<file path="src/sdram_decode_pkg.sv">
// constants, register layout and carrier types for the sdram block decoder
package sdram_decode_pkg;

    // register byte offsets
    localparam logic [7:0]  OFS_MASK0     = 8'h00;
    localparam logic [7:0]  OFS_MASK1     = 8'h04;
    localparam logic [7:0]  OFS_CFG0      = 8'h08;
    localparam logic [7:0]  OFS_CFG1      = 8'h0c;
    localparam logic [7:0]  OFS_STATUS    = 8'h10;
    localparam logic [7:0]  OFS_IRQMASK   = 8'h14;
    localparam logic [7:0]  OFS_STATE     = 8'h18;

    // mask register fields
    localparam int          ENABLE_BIT    = 0;
    localparam int          ATM_LSB       = 1;
    localparam int          ATM_MSB       = 6;
    localparam int          WLOCK_BIT     = 8;
    localparam logic [31:0] BASE_FIELD    = 32'hfffc0000;
    localparam logic [31:0] MASK_WMASK    = 32'hfffc017f;
    localparam logic [31:0] MASK_RESET    = 32'h00000000;

    // block configuration fields
    localparam int          XCOL_BIT      = 1;
    localparam int          PAGE_BIT      = 2;
    localparam int          PW_LSB        = 4;
    localparam int          PW_MSB        = 5;
    localparam logic [31:0] CFG_WMASK     = 32'hfffc0036;
    localparam logic [31:0] CFG_RESET     = 32'h00000000;

    // port width codes
    localparam logic [1:0]  PW_32         = 2'b00;
    localparam logic [1:0]  PW_8          = 2'b01;

    // access class one-hot positions inside the access-type mask
    localparam int          CLS_UD        = 0;
    localparam int          CLS_UC        = 1;
    localparam int          CLS_SD        = 2;
    localparam int          CLS_SC        = 3;
    localparam int          CLS_ALT       = 4;
    localparam int          CLS_CPU       = 5;

    // status bits
    localparam int          ST_WLOCK0     = 0;
    localparam int          ST_WLOCK1     = 1;
    localparam int          ST_MISS       = 2;
    localparam int          ST_W          = 3;
    localparam logic [2:0]  STATUS_RESET  = 3'h0;

    // row address starts at this bit
    localparam int          ROW_LSB       = 9;

    typedef struct packed {
        logic        write;
        logic [31:0] addr;
        logic        alt_master;
        logic        cpu_space;
        logic        supervisor;
        logic        code;
    } acc_req_t;

    typedef struct packed {
        logic [1:0]  cs_n;
        logic        ras_n;
        logic        cas_n;
        logic        we_n;
        logic [31:0] addr;
    } sdram_pins_t;

    localparam sdram_pins_t PINS_IDLE = '{cs_n: 2'b11, ras_n: 1'b1,
                                          cas_n: 1'b1, we_n: 1'b1,
                                          addr: 32'h00000000};

endpackage : sdram_decode_pkg

</file>
<file path="src/sdram_block_decode.sv">
// sdram block decode, access-type filtering and row/column address mux
`timescale 1ns/10ps
module sdram_block_decode (
    input  wire logic                          pclk,
    input  wire logic                          presetn,
    input  wire logic                          psel,
    input  wire logic                          penable,
    input  wire logic                          pwrite,
    input  wire logic [7:0]                    paddr,
    input  wire logic [31:0]                   pwdata,
    output logic      [31:0]                   prdata,
    output logic                               pready,
    output logic                               pslverr,
    input  wire logic                          acc_valid,
    input  wire sdram_decode_pkg::acc_req_t    acc_req,
    output logic                               acc_ready,
    output logic                               acc_done,
    output logic      [1:0]                    acc_hit,
    output logic                               wlock_err,
    output logic                               cs_pass,
    output sdram_decode_pkg::sdram_pins_t      sdram,
    output logic                               irq
);
    import sdram_decode_pkg::*;

    typedef enum logic [1:0] {S_IDLE, S_ACT, S_RDWR, S_PRE} state_t;

    state_t            state_ff, nxt_state;
    logic [31:0]       mask_ff [2];
    logic [31:0]       cfg_ff  [2];
    logic [ST_W-1:0]   status_ff, nxt_status;
    logic [ST_W-1:0]   irqmask_ff;
    logic [31:0]       prdata_ff;
    acc_req_t          cur_ff, nxt_cur;
    logic              blk_ff, nxt_blk;
    logic              pend_ff, nxt_pend;
    logic              open_ff, nxt_open;
    logic              open_blk_ff, nxt_open_blk;
    logic [22:0]       open_row_ff, nxt_open_row;
    sdram_pins_t       sdram_ff, nxt_sdram;
    logic              done_ff, hit0_ff, hit1_ff, wl_ff, csp_ff;

    // class of the incoming access
    logic [5:0] cls;
    always_comb begin
        cls = 6'h00;
        if (acc_req.alt_master) begin
            cls[CLS_ALT] = 1'b1;
        end else if (acc_req.cpu_space) begin
            cls[CLS_CPU] = 1'b1;
        end else if (acc_req.supervisor) begin
            cls[acc_req.code ? CLS_SC : CLS_SD] = 1'b1;
        end else begin
            cls[acc_req.code ? CLS_UC : CLS_UD] = 1'b1;
        end
    end

    function automatic logic blk_hit(input logic [31:0] msk,
                                     input logic [31:0] cfg,
                                     input logic [31:0] a,
                                     input logic [5:0]  c);
        logic en, base_ok, cls_ok;
        begin
            en      = msk[ENABLE_BIT];
            base_ok = (((a ^ cfg) & ~msk & BASE_FIELD) == 32'h0);
            cls_ok  = ((msk[ATM_MSB:ATM_LSB] & c) == 6'h00);
            return en && base_ok && cls_ok;
        end
    endfunction : blk_hit

    // row or column image of an address on the multiplexed pins
    function automatic logic [31:0] mux_addr(input logic [31:0] a,
                                             input logic [1:0]  pw,
                                             input logic        xcol,
                                             input logic        col);
        logic [31:0] r;
        int          sh;
        begin
            r  = 32'h0;
            sh = (pw == PW_8) ? 0 : ((pw == PW_32) ? 2 : 1);
            if (!col) begin
                r[31:ROW_LSB] = a[31:ROW_LSB];
            end else begin
                for (int i = 0; i <= 8; i++) begin
                    if (i >= sh) begin
                        r[17-i] = a[i];
                    end
                end
                if (xcol) begin
                    if (pw == PW_8) begin
                        r[19] = a[18];
                    end else if (pw == PW_32) begin
                        r[17] = a[16];
                    end else begin
                        r[18] = a[17];
                    end
                end
            end
            return r;
        end
    endfunction : mux_addr

    // decode of the incoming access
    wire   take     = acc_valid && acc_ready;
    wire   hit0     = blk_hit(mask_ff[0], cfg_ff[0], acc_req.addr, cls);
    wire   hit1     = blk_hit(mask_ff[1], cfg_ff[1], acc_req.addr, cls);
    wire   any_hit  = hit0 || hit1;
    wire   sel_blk  = !hit0;
    wire   wr_lock  = any_hit && acc_req.write &&
                      mask_ff[sel_blk][WLOCK_BIT];
    wire   go_dram  = take && any_hit && !wr_lock;
    wire   to_cs    = take && !go_dram;
    wire   same_row = open_ff && (open_blk_ff == sel_blk) &&
                      (open_row_ff == acc_req.addr[31:ROW_LSB]);
    wire   cur_pm   = cfg_ff[blk_ff][PAGE_BIT];

    assign acc_ready = (state_ff == S_IDLE);

    // access sequencer
    always_comb begin
        nxt_state    = state_ff;
        nxt_cur      = cur_ff;
        nxt_blk      = blk_ff;
        nxt_pend     = pend_ff;
        nxt_open     = open_ff;
        nxt_open_blk = open_blk_ff;
        nxt_open_row = open_row_ff;
        case (state_ff)
            S_IDLE: begin
                if (go_dram) begin
                    nxt_cur = acc_req;
                    nxt_blk = sel_blk;
                    if (same_row) begin
                        nxt_state = S_RDWR;
                    end else if (open_ff) begin
                        nxt_state = S_PRE;
                        nxt_pend  = 1'b1;
                    end else begin
                        nxt_state = S_ACT;
                    end
                end
            end
            S_ACT: begin
                nxt_state    = S_RDWR;
                nxt_open     = 1'b1;
                nxt_open_blk = blk_ff;
                nxt_open_row = cur_ff.addr[31:ROW_LSB];
            end
            S_RDWR: begin
                if (cur_pm) begin
                    nxt_state = S_IDLE;
                end else begin
                    nxt_state = S_PRE;
                    nxt_pend  = 1'b0;
                end
            end
            S_PRE: begin
                nxt_open  = 1'b0;
                nxt_pend  = 1'b0;
                nxt_state = pend_ff ? S_ACT : S_IDLE;
            end
            default: begin
                nxt_state = S_IDLE;
            end
        endcase
    end

    // pin image for the next cycle
    wire [1:0] nxt_pw   = cfg_ff[nxt_blk][PW_MSB:PW_LSB];
    wire       nxt_xcol = cfg_ff[nxt_blk][XCOL_BIT];
    always_comb begin
        nxt_sdram = PINS_IDLE;
        case (nxt_state)
            S_ACT: begin
                nxt_sdram.cs_n[nxt_blk] = 1'b0;
                nxt_sdram.ras_n         = 1'b0;
                nxt_sdram.addr = mux_addr(nxt_cur.addr, nxt_pw, nxt_xcol,
                                          1'b0);
            end
            S_RDWR: begin
                nxt_sdram.cs_n[nxt_blk] = 1'b0;
                nxt_sdram.cas_n         = 1'b0;
                nxt_sdram.we_n          = !nxt_cur.write;
                nxt_sdram.addr = mux_addr(nxt_cur.addr, nxt_pw, nxt_xcol,
                                          1'b1);
            end
            S_PRE: begin
                nxt_sdram.cs_n[open_blk_ff] = 1'b0;
                nxt_sdram.ras_n             = 1'b0;
                nxt_sdram.we_n              = 1'b0;
            end
            default: begin
                nxt_sdram = PINS_IDLE;
            end
        endcase
    end

    always_ff @(posedge pclk or negedge presetn) begin
        if (!presetn) begin
            state_ff    <= S_IDLE;
            cur_ff      <= '0;
            blk_ff      <= 1'b0;
            pend_ff     <= 1'b0;
            open_ff     <= 1'b0;
            open_blk_ff <= 1'b0;
            open_row_ff <= 23'h0;
            sdram_ff    <= PINS_IDLE;
        end else begin
            state_ff    <= nxt_state;
            cur_ff      <= nxt_cur;
            blk_ff      <= nxt_blk;
            pend_ff     <= nxt_pend;
            open_ff     <= nxt_open;
            open_blk_ff <= nxt_open_blk;
            open_row_ff <= nxt_open_row;
            sdram_ff    <= nxt_sdram;
        end
    end

    // one-cycle result pulses
    always_ff @(posedge pclk or negedge presetn) begin
        if (!presetn) begin
            done_ff <= 1'b0;
            hit0_ff <= 1'b0;
            hit1_ff <= 1'b0;
            wl_ff   <= 1'b0;
            csp_ff  <= 1'b0;
        end else begin
            done_ff <= to_cs || (state_ff == S_RDWR);
            hit0_ff <= take && hit0;
            hit1_ff <= take && !hit0 && hit1;
            wl_ff   <= take && wr_lock;
            csp_ff  <= to_cs;
        end
    end

    assign sdram     = sdram_ff;
    assign acc_done  = done_ff;
    assign acc_hit   = {hit1_ff, hit0_ff};
    assign wlock_err = wl_ff;
    assign cs_pass   = csp_ff;

    // apb register access
    wire       wr_en   = psel && penable && pwrite;
    wire       setup   = psel && !penable;
    wire       hit_m0  = (paddr == OFS_MASK0);
    wire       hit_m1  = (paddr == OFS_MASK1);
    wire       hit_c0  = (paddr == OFS_CFG0);
    wire       hit_c1  = (paddr == OFS_CFG1);
    wire       hit_st  = (paddr == OFS_STATUS);
    wire       hit_im  = (paddr == OFS_IRQMASK);
    wire       hit_sr  = (paddr == OFS_STATE);
    wire       mapped  = hit_m0 || hit_m1 || hit_c0 || hit_c1 ||
                         hit_st || hit_im || hit_sr;
    wire [31:0] state_word = {open_row_ff, 6'h00, open_blk_ff, open_ff,
                              (state_ff != S_IDLE)};
    wire [31:0] rd_word =
        hit_m0 ? mask_ff[0] :
        hit_m1 ? mask_ff[1] :
        hit_c0 ? cfg_ff[0]  :
        hit_c1 ? cfg_ff[1]  :
        hit_st ? {29'h0, status_ff}  :
        hit_im ? {29'h0, irqmask_ff} :
        hit_sr ? state_word : 32'h0;

    assign pready  = 1'b1;
    assign pslverr = psel && penable && !mapped;
    assign prdata  = prdata_ff;

    // sticky events, set wins over write-one clear
    wire            wl0_ev = take && wr_lock && !sel_blk;
    wire            wl1_ev = take && wr_lock && sel_blk;
    wire            csp_ev = take && !any_hit;
    wire [ST_W-1:0] ev  = {csp_ev, wl1_ev, wl0_ev};
    wire [ST_W-1:0] clr = (wr_en && hit_st) ? pwdata[ST_W-1:0] : '0;
    assign nxt_status = (status_ff & ~clr) | ev;
    assign irq        = |(status_ff & irqmask_ff);

    always_ff @(posedge pclk or negedge presetn) begin
        if (!presetn) begin
            mask_ff[0] <= MASK_RESET;
            mask_ff[1] <= MASK_RESET;
            cfg_ff[0]  <= CFG_RESET;
            cfg_ff[1]  <= CFG_RESET;
            status_ff  <= STATUS_RESET;
            irqmask_ff <= STATUS_RESET;
            prdata_ff  <= 32'h0;
        end else begin
            if (wr_en && hit_m0) mask_ff[0] <= pwdata & MASK_WMASK;
            if (wr_en && hit_m1) mask_ff[1] <= pwdata & MASK_WMASK;
            if (wr_en && hit_c0) cfg_ff[0]  <= pwdata & CFG_WMASK;
            if (wr_en && hit_c1) cfg_ff[1]  <= pwdata & CFG_WMASK;
            if (wr_en && hit_im) irqmask_ff <= pwdata[ST_W-1:0];
            status_ff <= nxt_status;
            if (setup) prdata_ff <= rd_word;
        end
    end

    // checks
    no_hit_disabled_a: assert property (@(posedge pclk) disable iff (!presetn)
        take && !mask_ff[0][ENABLE_BIT] && !mask_ff[1][ENABLE_BIT]
        |=> !acc_hit[0] && !acc_hit[1] && cs_pass)
        else $error("hit while decode disabled");
    lock_blocks_a: assert property (@(posedge pclk) disable iff (!presetn)
        take && wr_lock |=> wlock_err && cs_pass && acc_done &&
        sdram.cs_n == 2'b11)
        else $error("locked write reached dram");
    lock_to_cs_a: assert property (@(posedge pclk) disable iff (!presetn)
        wlock_err |-> cs_pass)
        else $error("locked write not passed to chip select");
    class_mask_a: assert property (@(posedge pclk) disable iff (!presetn)
        take && (mask_ff[0][ATM_MSB:ATM_LSB] & cls) != 6'h00
        |=> !acc_hit[0])
        else $error("masked class hit block 0");
    alt_class_a: assert property (@(posedge pclk) disable iff (!presetn)
        acc_valid && acc_req.alt_master |-> cls == 6'h10)
        else $error("alternate master misclassified");
    base_cmp_a: assert property (@(posedge pclk) disable iff (!presetn)
        take && mask_ff[0][ENABLE_BIT] &&
        (((acc_req.addr ^ cfg_ff[0]) & ~mask_ff[0] & BASE_FIELD) != 0)
        |=> !acc_hit[0])
        else $error("base mismatch still hit");
    row_col_a: assert property (@(posedge pclk) disable iff (!presetn)
        !sdram.ras_n && sdram.we_n |=> !sdram.cas_n &&
        sdram.addr[31:20] == 12'h0)
        else $error("row phase not followed by column phase");
    burst_close_a: assert property (@(posedge pclk) disable iff (!presetn)
        state_ff == S_RDWR && !cur_pm |=> !sdram.ras_n && !sdram.we_n
        ##1 !open_ff)
        else $error("burst-only page left open");
    col8_a: assert property (@(posedge pclk) disable iff (!presetn)
        nxt_state == S_RDWR && nxt_pw == PW_8
        |=> sdram.addr[17] == $past(nxt_cur.addr[0]) &&
            sdram.addr[9] == $past(nxt_cur.addr[8]))
        else $error("8-bit column mapping wrong");
    col10_a: assert property (@(posedge pclk) disable iff (!presetn)
        nxt_state == S_RDWR && nxt_pw == PW_8 && nxt_xcol
        |=> sdram.addr[19] == $past(nxt_cur.addr[18]))
        else $error("ten-column bit 18 missing");

endmodule : sdram_block_decode

</file>
<file path="config.mk">
export PLATFORM = sky130hd
export DESIGN_NAME = sdram_block_decode
export DESIGN_NICKNAME = d
export VERILOG_FILES = /design/src/sdram_decode_pkg.sv /design/src/sdram_block_decode.sv
export SDC_FILE = /design/constraint.sdc
export NUM_CORES = 1
export LEC_CHECK = 0
export BUFFER_PORTS_ARGS = -buffer_cell sky130_fd_sc_hd__buf_2
export CORE_UTILIZATION = 61
export DETAILED_ROUTE_END_ITERATION = 10
export PLACE_DENSITY_LB_ADDON = 0.05
export SLEW_MARGIN = 10
export SYNTH_ARGS = -nofsm -noshare
export SYNTH_HDL_FRONTEND = slang
export SYNTH_SLANG_ARGS = --single-unit
</file>
<file path="constraint.sdc">
create_clock -name pclk -period 6 [get_ports pclk]
set_clock_uncertainty 0.05 [all_clocks]
set_input_delay 0.6 -clock pclk [delete_from_list [all_inputs] [get_ports pclk]]
set_output_delay 0.6 -clock pclk [all_outputs]
set_load 0.03 [all_outputs]
</file>
* After elaboration in Yosys (flattened, before gate mapping) *
Index checks and enable logic that the tools add are counted.

cells by class
  equal/unequal tests = 19
  multiplexer cells = 70
  reductions and logical operators = 63
  order comparisons = 20
  bitwise logic cells = 17

operators by type and width
  operator                                                                number
  32-bit 2-to-1 mux                                                       7
  37-bit 2-to-1 mux                                                       2
  32-bit bitwise AND                                                      2
  32-bit zero test                                                        2
  32-bit NOT                                                              2
  32-bit one-hot mux with 2 select lines                                  1
  32-bit bitwise XOR                                                      2
  1-bit logical AND                                                       33
  1-bit 2-to-1 mux                                                        30
  9-bit 2-to-1 mux                                                        3
  8-bit by 5-bit equality test with 1-bit output (second input constant)  3
  6-bit 2-to-1 mux                                                        4
  23-bit equality test                                                    1
  8-bit by 4-bit equality test with 1-bit output (second input constant)  2
  3-bit 2-to-1 mux                                                        5
  2-bit 2-to-1 mux                                                        7
  6-bit bitwise AND                                                       2
  3-bit by 2-bit >= comparator with 1-bit output (first input constant)   4
  6-bit zero test                                                         2
  2-bit equality test (second input constant)                             4
  8-bit by 3-bit equality test with 1-bit output (second input constant)  1
  8-bit zero test                                                         1
  1-bit logical OR                                                        8
  2-bit one-hot mux with 4 select lines                                   1
  other kinds (33)                                                        60

storage, ports and cells
  input bits = 83
  word-level logic and storage cells = 218
  output and inout port bits = 78
  register bits after elaboration = 226

* Logic depth before layout (Yosys ltp) *
Gate-level depths: netlist of the first run.

  word-level depth = 34
  depth in mapped cells = 17
  gate-level depth less buffers = 13

* Worst setup path after synthesis of the first run *
No wires, ideal clock.

  path kind = input -> register
  start = in acc_req[34] in the netlist's numbering
  end = reg sdram_ff, in the netlist sdram[11]
  buffers on the path = 3
  setup time = 121 ps
  path slack = 2,479 ps
  arrival = 3,350 ps
  stages = 14
  required time = 5,829 ps
  cell sequence = xnor2_1 > o22ai_1 > nor4_1 > nand3_1 > a2111o_1 > and2_4 > buf_6 > buf_6 > a211oi_1 > ha_1 > nand2_1 > inv_1 > clkbuf_1 > a22o_1

RTL lines
  what                  RTL line                   source
  from (decl)           sdram_block_decode.sv:15   input wire sdram_decode_pkg::acc_req_t acc_req,
  to (signal assigned)  sdram_block_decode.sv:216  sdram_ff <= nxt_sdram;
  to (decl)             sdram_block_decode.sv:40   sdram_pins_t sdram_ff, nxt_sdram;

==> results of run 1 <==
cell usage in the layout, fill, tap and decap left out, drive strengths merged, types with 3 or more instances in the layout:
cell	synthesis	final
a222oi	5	5
nand2	64	64
nor2	48	48
mux2	135	135
o221ai	8	8
dfrtp	207	207
o22ai	16	16
buf	25	146
nand4	3	3
nand3	17	17
a21oi	19	19
or2	4	4
a31oi	6	6
clkbuf	22	38
mux2i	12	12
xor2	19	19
a22o	9	9
dfstp	5	5
and2	17	17
mux4	5	5
a221oi	11	11
o21ai	20	20
a22oi	5	5
ha	4	4
nor3b	3	3
nand2b	3	3
and3	5	5
o31ai	5	5
inv	16	16
nor3	11	11
xnor2	32	32
nor4	9	9
conb	2	11
power breakdown:
group | internal, mW | leakage (nW) | switching (mW) | total, mW
clock | 0.839 | 0.362 | 0.543 | 1.38
combinational | 0.152 | 2.53 | 0.373 | 0.525
sequential | 1.49 | 2.89 | 0.0370 | 1.53
total | 2.49 | 5.78 | 0.953 | 3.44
logic make-up after synthesis:
kind of cell / count (synthesis) / share of synthesized area [%]
and+or+nand+nor: 192 / 9.33
other: 2 / 0.0769
xor gates and xnor gates: 51 / 4.57
muxes: 152 / 18.9
buffers and inverters: 64 / 3.31
AOI/OAI and AO/OA: 124 / 8.95
DFF: 212 / 54.4
adders and majority gates: 4 / 0.512
area by class of cell:
class                           instances  area (µm²)
Timing Repair Buffer                  147         777
Fill cell                            1131        4100
Clock buffer                           37         708
Inverter                               17        63.8
Tap cell                              211         264
Multi-Input combinational cell        534        4170
Clock inverter                          1        30.0
Antenna cell                            1        2.50
Sequential cell                       212        5310
metrics by stage:
stage	hold WS [ns]	util [%]	cells	setup slack, ns	cell area, µm²
after global routing	0.191	73.4	1160	1.21	11300
after floorplan	0.254	-	810	2.48	9800
after global placement	0.396	68.6	1121	1.53	10600
final	0.108	73.4	1160	1.53	11300
after CTS	0.151	73.4	1159	1.67	11300
after detailed placement	0.401	68.6	1121	1.40	10600
how the worst max path moves through the flow:
stage                      startpoint   endpoint  slack (ns)  cells after the start
after floorplan           acc_req[34]  sdram[11]        2.48                     14
after global placement    acc_req[33]  sdram[17]        1.53                     13
after detailed placement  acc_req[30]  sdram[17]        1.40                     13
after CTS                  cfg_ff[58]  sdram[17]        1.67                     12
after global routing       cfg_ff[58]  sdram[17]        1.21                     12
final                      cfg_ff[58]  sdram[17]        1.53                     12
registers in the layout (all words and copies together) (netlist names), 2 cells and up:
register and count:
cur_ff 33, irqmask_ff 3, cfg_ff 36, prdata 31, sdram 28, mask_ff 44
status_ff 3, state_ff 2, open_row_ff 23
worst max-delay path: cells and delay by family, from the launching register on:
kind / cells / cell delay [ns]
flip-flops: 1 / 0.41
adder cells (fa/ha/maj): 1 / 0.41
XOR/XNOR: 1 / 0.22
buffers and inverters: 1 / 0.53
AO/OA/AOI/OAI: 6 / 1.89
AND/OR/NAND/NOR: 3 / 0.88
routing by layer:
| metal | global-route usage, % | share of wire, % | up-vias | wire (µm) |
|---|---|---|---|---|
| li1 | - | - | 3129 | - |
| met1 | 43.7 | 41 | 3626 | 10600 |
| met2 | 51.8 | 47 | 350 | 12000 |
| met3 | 6.44 | 8.1 | 67 | 2070 |
| met4 | 12.5 | 3.7 | 0 | 939 |
| met5 | 0 | 0 | - | 0 |
==> flow_summary.json, run 1 <==
{
  "status": "complete, no violations",
  "postCtsSetupBuffers": 0,
  "fin_crit_ns": 4.47,
  "period_share_pct": 74.5,
  "ir_drop_v": 0.000299,
  "nets": 1021,
  "tritoncts": "yes",
  "start_util_pct": 63.3,
  "critical_path_class": "flop to flop",
  "synthCells": 801,
  "netlist.area_leader.share_pct": 53.0,
  "core-area_um2": 15400,
  "finalSetupTns_ns": 0,
  "synth_top_area_cell": "dfrtp_1",
  "yosysMostFrequentCell": "dfrtp_1",
  "grt_pass1_vias": 7263,
  "synth_warnings": 0,
  "drc": 0,
  "cts_max_level": 1,
  "area_growth_pct": 16.0,
  "post_cts_resized": 0,
  "path_cells": "xnor2_1, o22ai_1, nor4_1, o31a_1, nand3_1, a2111oi_0, a211oi_1, ha_1, nand2_1, inv_1, o21ai_0, o211ai_1",
  "hold_viol_final": 0,
  "cp_slowest_stage_delay_ns": 0.72,
  "cts_made_buffers": 22,
  "setup_violations": 0,
  "port_buffers": 139,
  "row_count": 45,
  "synth_area_um2": 9770,
  "p_leak_nw": 5.78,
  "power_density_nw_per_um2": 304,
  "worst-path-max-fanout": 21,
  "critPathRequiredTime_ns": 6.37,
  "worstPathArrival_ns": 4.84,
  "rsz0062_at_grt": "false",
  "fp.dieArea_um2": 16500,
  "drt_wl_total_mm": 25.7,
  "cap_violations": 0,
  "start_kind": "flop",
  "slew_headroom_pct": 15.9,
  "slowest_stage": "a2111oi_0",
  "synth_seq_cells": 212,
  "detail_route.wl_per_cell_um": 22.1,
  "antenna_left": 0,
  "min_path_type": "primary input to async pin",
  "die_w_um": 129,
  "dominantRegCellSynth": "dfrtp_1",
  "critPathCaptureType": "flop",
  "cts.clk_slew.worst_paths_ns": 0.06,
  "synth_edf_count": 0,
  "async_reset_ff_share_pct": 100,
  "groute.usage.overall_pct": 32.3,
  "clockRootBuffer": "clkbuf_16",
  "netlist-cell-type-count": 62,
  "r2r_slack_ns": 1.53,
  "fp.dieH_um": 129,
  "r2r_cells": 12,
  "grt_max_degree": 113,
  "clock_latency_ns": 0.51,
  "dp_hpwl_mm": 17.5,
  "grt_antenna_before_repair": 1,
  "fmax_mhz": 224,
  "cts-hold-fix-buffers": 0,
  "syn_avg_cell_area_um2": 12.2,
  "ys_top_cells_by_area": "dfrtp_1, mux2_2, mux2_4",
  "vias": 7172,
  "avgViaCountPerCell": 6.18,
  "ys_seq_area_share_pct": 54.4,
  "worst_slew_pin_slew_ns": 1.26,
  "drive_gt1_share_pct": 35.1,
  "grt_pass1_wl_mm": 39.9,
  "r2r-start": "cfg_ff[58]",
  "place_congestion": 0.943,
  "r2r-end": "sdram[17]",
  "drtIter0Drc": 564,
  "ioPinCount": 161,
  "cts_num_sinks": 212,
  "synth_common_cells": "dfrtp_1, mux2_2, nand2_1",
  "power.total_mw": 3.44,
  "clk_path_buf_depth": 3,
  "gr-total-overflow": 0,
  "drv_slew": 0,
  "drt_pass1_iterations": 7
}
(Power assumes the default switching activity.)
==> inputs of run 2 (changes only) <==
--- a/config.mk
+++ b/config.mk
@@ -6,7 +6,7 @@
 export NUM_CORES = 1
 export LEC_CHECK = 0
 export BUFFER_PORTS_ARGS = -buffer_cell sky130_fd_sc_hd__buf_2
-export CORE_UTILIZATION = 61
+export CORE_UTILIZATION = 51
 export DETAILED_ROUTE_END_ITERATION = 10
 export PLACE_DENSITY_LB_ADDON = 0.05
 export SLEW_MARGIN = 10
==> constraint.sdc (replaced) <==
create_clock -name pclk -period 3.66 [get_ports pclk]
set_clock_uncertainty 0.05 [all_clocks]
set_input_delay 0.366 -clock pclk [delete_from_list [all_inputs] [get_ports pclk]]
set_output_delay 0.366 -clock pclk [all_outputs]
set_load 0.03 [all_outputs]
==> run 2 against run 1 <==
Fmax increased by 29%. Setup slack got worse by 1.3 ns. First-iteration DRC count shrank 32%. Critical path depth is 3 higher. Clock-buffer cell count up 2. Hold slack lost 0.060 ns.
==> flow_summary.json, run 2 (same netlist as run 1, synthesis figures left out) <==
{
  "slew_headroom_pct": 36.5,
  "grt_antenna_before_repair": 0,
  "final_cells": 1219,
  "row_count": 50,
  "clk_path_buf_depth": 3,
  "ir_drop_v": 0.000310,
  "status": "complete, no violations",
  "slowest_stage": "a2111o_1",
  "dp_hpwl_mm": 18.7,
  "tritoncts": "yes",
  "hold_viol_final": 0,
  "start_util_pct": 52.0,
  "drv_slew": 0,
  "worstPathArrival_ns": 3.80,
  "cts_max_level": 1,
  "drive_gt1_share_pct": 38.4,
  "critPathRequiredTime_ns": 3.98,
  "switching_share_pct": 28.2,
  "fp.dieH_um": 140,
  "largest_register_ffs": 44,
  "power.switching_mw": 1.65,
  "cts.clk_slew.worst_paths_ns": 0.06,
  "diodes": 0,
  "path_cells": "xnor2_1, o22ai_1, nor4_1, buf_4, nand3_2, a2111o_1, and2_4, a211oi_4, inv_1, ha_1, nand2_2, nor3b_1, mux2i_1, buf_4, o211ai_1",
  "detail_route.wl_per_cell_um": 22.1,
  "fmax_mhz": 288,
  "layout_common_cells": "dfrtp_1, buf_2, mux2_2, nand2_1, nor2_1",
  "r2r_cells": 15,
  "area_growth_pct": 19.8,
  "r2r-end": "sdram[17]",
  "cp_slowest_stage_delay_ns": 0.46,
  "r2r-start": "cfg_ff[19]",
  "cts_made_buffers": 24,
  "worst_slew_pin_slew_ns": 0.951,
  "place_inst": 1176,
  "n_fill_cell": 1517,
  "grt_pass1_wl_mm": 42.2,
  "final_common_cell": "dfrtp_1",
  "start_kind": "flop",
  "critPathCaptureType": "flop",
  "nets": 1056,
  "groute.usage.overall_pct": 28.1,
  "critical_path_class": "flop to flop",
  "postCtsSetupBuffers": 0,
  "ioPinCount": 161,
  "clkPwrFrac_pct": 39.4,
  "p_leak_nw": 5.98,
  "seqPwrFrac_pct": 43.0,
  "drtIter0Drc": 382,
  "avgViaCountPerCell": 5.82,
  "biggestRegsByFlops": "mask_ff: 44 flops, cfg_ff: 36 flops, cur_ff: 33 flops",
  "drc": 0,
  "grt_max_degree": 92,
  "cp-startpoint": "cfg_ff[19]",
  "period_share_pct": 95.0,
  "power_density_nw_per_um2": 500,
  "cap_violations": 0,
  "cts_num_sinks": 212,
  "gr-total-overflow": 0,
  "hold_end": "mask_ff[35]",
  "grt_pass1_vias": 7396,
  "place_congestion": 0.903,
  "setup_violations": 0,
  "antenna_left": 0,
  "clock_latency_ns": 0.51,
  "fp.dieArea_um2": 19700,
  "r2r_slack_ns": 0.18,
  "die_w_um": 140,
  "drt_pass1_iterations": 5,
  "min-delay-start": "pwdata[3]",
  "internal-power_mw": 4.20,
  "timing.critical_path.buf_inv": 3,
  "clockRootBuffer": "clkbuf_16",
  "fin_crit_ns": 3.48,
  "port_buffers": 139,
  "rsz0062_at_grt": "false",
  "cp_top_family": "compound AO/OA/AOI/OAI gates",
  "crit_top_cell": "buf_4",
  "hold_depth": 2,
  "worst-path-max-fanout": 4,
  "min_path_type": "primary input to flop",
  "vias": 7094,
  "regMostFlops": "mask_ff",
  "p_comb_share_pct": 17.5,
  "drt_wl_total_mm": 26.9,
  "core-area_um2": 18800,
  "power.total_mw": 5.85
}
==> run 2: final cells by class <==
type	instances	area [µm²]	share of cell area, %
clock buffers	39	748	6.39
clock inverters	3	15.0	0.128
inverters	17	63.8	0.545
multi-input cells	534	4230	36.2
flip-flops and latches	212	5310	45.4
well taps	234	293	2.50
repair buffers	180	1040	8.88
==> run 2: worst register-to-register path, delay by kind of cell (launching register included) <==
kind	cells	cell delay (ns)
buffers and inverters	3	0.46
adder cells (fa/ha/maj)	1	0.25
AO/OA/AOI/OAI	4	0.94
flip-flops	1	0.40
XOR/XNOR	1	0.18
multiplexers	1	0.27
AND/OR/NAND/NOR	5	0.81
==> run 2: repair_timing <==
item                       in CTS  in global routing
gates resized for setup         3                  9
cloned                          0                  0
hold buffers                    1                  0
setup endpoints to repair       1                 22
hold endpoints to repair       88                  0
pin swaps                       0                  2
==> run 2: worst max path at each step <==
| stage | to | cells after the start |
|---|---|---|
| 6_report | sdram[17] | 15 |
| 5_1_grt | sdram[11] | 15 |
| 4_1_cts | sdram[19] | 14 |
| 3_5_place_dp | sdram[19] | 14 |
| 3_3_place_gp | sdram[19] | 14 |
| 2_1_floorplan | sdram[11] | 12 |
==> run 2: power groups by stage <==
stage / logic, mW / registers [mW] / clock network, mW
after global placement: 0.959 / 2.55 / 0
after global routing: 1.10 / 2.52 / 2.45
final: 1.03 / 2.51 / 2.31
after detailed placement: 0.981 / 2.55 / 0
after CTS: 0.992 / 2.51 / 2.36
after floorplan: 0.429 / 2.64 / 0
==> run 2: per-layer routing <==
layer | track usage, % | part of all wire (%) | wire, µm | vias to the layer above
met4 | 9.02 | 2.8 | 755 | 0
li1 | - | - | - | 3190
met1 | 38.0 | 43 | 11600 | 3575
met2 | 46.1 | 48 | 13000 | 281
met5 | 0 | 0 | 0 | -
met3 | 4.75 | 6.0 | 1620 | 48
==> run 2: metrics by stage <==
stage	TNS, ns	setup slack (ns)	utilization (%)	cell area [µm²]	hold WS, ns
floorplan	0	0.207	-	9800	0.0204
global placement	-0.0560	-0.0560	58.0	10900	0.394
detailed placement	-0.879	-0.183	58.0	10900	0.402
CTS	0	0.0416	62.2	11700	0.0313
global route	0	0.0120	62.4	11700	0.0440
finish	0	0.184	62.4	11700	0.0482
==> inputs of run 3 (changes only) <==
--- a/config.mk
+++ b/config.mk
@@ -9,6 +9,7 @@
 export CORE_UTILIZATION = 51
 export DETAILED_ROUTE_END_ITERATION = 10
 export PLACE_DENSITY_LB_ADDON = 0.05
+export RECOVER_POWER = 25
 export SLEW_MARGIN = 10
 export SYNTH_ARGS = -nofsm -noshare
 export SYNTH_HDL_FRONTEND = slang
==> run 3 against run 2 <==
The flow now finishes with violations (max-capacitance violations, max-slew violations). Clock power is essentially flat. Largest power group unchanged. Sequential power is essentially flat. Setup slack worse by 0.020 ns. Sequential share of layout area grew 0.20 points. Die area is the same. Non-clock buffer count unchanged. Via count about the same. Sequential cell count stayed put. Design area fell by 0.43%. Core utilization fell by 0.27 points.
==> flow_summary.json, run 3 (same netlist as run 1, synthesis figures left out) <==
{
  "r2r-start": "cfg_ff[19]",
  "power_density_nw_per_um2": 501,
  "area_growth_pct": 19.3,
  "gr-total-overflow": 0,
  "setup_violations": 0,
  "worst_slew_pin_slew_ns": 2.39,
  "worstPathArrival_ns": 3.82,
  "biggestRegsByFlops": "mask_ff: 44 flops, cfg_ff: 36 flops, cur_ff: 33 flops",
  "cts_made_buffers": 24,
  "crit_top_cell": "buf_4",
  "finalSetupTns_ns": 0,
  "nets": 1056,
  "cap_violations": 1,
  "hold_viol_final": 0,
  "cts.clk_slew.worst_paths_ns": 0.06,
  "cp_slowest_stage_delay_ns": 0.47,
  "status": "finished, violations left",
  "drc": 0,
  "row_count": 50,
  "final_area_um2": 11700,
  "period_share_pct": 95.5,
  "diodes": 0,
  "start_kind": "flop",
  "critPathRequiredTime_ns": 3.98,
  "slew_headroom_pct": -59.5,
  "layout_common_cells": "dfrtp_1, mux2_2, buf_2, nand2_1, nor2_1",
  "dpl_cell_area_um2": 10900,
  "place_congestion": 0.903,
  "min-delay-start": "pwdata[3]",
  "grt_max_degree": 92,
  "hold_end": "mask_ff[35]",
  "clock_latency_ns": 0.51,
  "r2r-end": "sdram[17]",
  "path_cells": "xnor2_1, o22ai_1, nor4_1, buf_4, nand3_2, a2111o_1, and2_4, a211oi_4, inv_1, ha_1, nand2_2, nor3b_1, mux2i_1, buf_4, o211ai_1",
  "die_w_um": 140,
  "drt_pass1_iterations": 5,
  "drv_slew": 91,
  "fp.dieH_um": 140,
  "vias": 7091,
  "power.total_mw": 5.84,
  "critical_path_class": "flop to flop",
  "r2r_slack_ns": 0.16,
  "ioPinCount": 161,
  "groute.usage.overall_pct": 28.1,
  "p_leak_nw": 5.83,
  "largest_register_ffs": 44,
  "fin_crit_ns": 3.50,
  "r2r_cells": 15,
  "fp.dieArea_um2": 19700,
  "n_fill_cell": 1530,
  "core-area_um2": 18800,
  "clk_path_buf_depth": 3,
  "grt_pass1_vias": 7396,
  "hold_depth": 2,
  "start_util_pct": 52.0,
  "critPathCaptureType": "flop",
  "min_path_type": "primary input to flop",
  "cts_num_sinks": 212,
  "cts_max_level": 1,
  "dp_hpwl_mm": 18.7,
  "tritoncts": "yes",
  "fmax_mhz": 286,
  "multi_input_area_um2": 4230,
  "regMostFlops": "mask_ff",
  "avgViaCountPerCell": 5.82,
  "violations": "max-capacitance violations, max-slew violations",
  "port_buffers": 139,
  "clockRootBuffer": "clkbuf_16",
  "slowest_stage": "a2111o_1",
  "grt_pass1_wl_mm": 42.2,
  "timing.critical_path.buf_inv": 3,
  "detail_route.wl_per_cell_um": 22.0,
  "ir_drop_v": 0.000310,
  "grt_antenna_before_repair": 0,
  "seqCellArea_um2": 5310,
  "drt_wl_total_mm": 26.9,
  "drive_gt1_share_pct": 35.0,
  "antenna_left": 0,
  "drtIter0Drc": 403,
  "worst-path-max-fanout": 4,
  "cp_top_family": "compound AO/OA/AOI/OAI gates",
  "rsz0062_at_grt": "false",
  "final_common_cell": "dfrtp_1"
}
==> run 3: power breakdown <==
part	switching, mW	internal (mW)	total [mW]
Clock	0.919	1.38	2.30
Sequential	0.0638	2.45	2.51
Combinational	0.664	0.359	1.02
==> run 3: worst reg2reg max path, stage by stage (launching register included) <==
cell and delay [ns]:
dfrtp_1 0.40, xnor2_1 0.18, o22ai_1 0.13, nor4_1 0.33, buf_4 0.17, nand3_2 0.12, a2111o_1 0.47, and2_4 0.17
a211oi_4 0.27, inv_1 0.12, ha_1 0.25, nand2_2 0.13, nor3b_1 0.07, mux2i_1 0.27, buf_4 0.17, o211ai_1 0.08
==> run 3: per-stage QoR <==
stage	setup WS, ns	hold WS (ns)	util (%)	cells
2_1_floorplan	0.207	0.0204	-	810
3_3_place_gp	-0.0560	0.394	58.0	1176
3_5_place_dp	-0.183	0.402	58.0	1176
4_1_cts	0.0416	0.0313	62.2	1219
5_1_grt	0.0120	0.0440	62.1	1219
6_report	0.164	0.0450	62.1	1219
==> run 3: metal layers <==
metal | track usage [%] | routed length (µm) | vias up | part of all wire [%]
li1 | - | - | 3194 | -
met1 | 38.0 | 11600 | 3573 | 43
met2 | 46.1 | 13000 | 275 | 48
met3 | 4.75 | 1570 | 49 | 5.9
met4 | 9.02 | 773 | 0 | 2.9
met5 | 0 | 0 | - | 0
==> run 3: cell type report <==
type,count,share of cell area (%)
Multi-Input combinational cell,534,36.3
Clock inverter,3,0.129
Clock buffer,39,6.42
Tap cell,234,2.51
Inverter,17,0.548
Sequential cell,212,45.6
Timing Repair Buffer,180,8.49
==> run 3: worst max path at each step <==
stage / startpoint / to / depth (start not counted)
after floorplan: state_ff[0] / sdram[11] / 12
after global placement: acc_req[28] / sdram[19] / 14
after detailed placement: acc_req[23] / sdram[19] / 14
after CTS: cfg_ff[27] / sdram[19] / 14
after global routing: cfg_ff[19] / sdram[11] / 15
final: cfg_ff[19] / sdram[17] / 15
==> run 3: what timing repair did <==
item | 4_1_cts | 5_1_grt
gates resized for setup | 3 | 9
setup endpoints to repair | 1 | 22
hold endpoints to repair | 88 | 0
pin swaps | 0 | 2
setup buffers | 0 | 0
hold buffers | 1 | 0
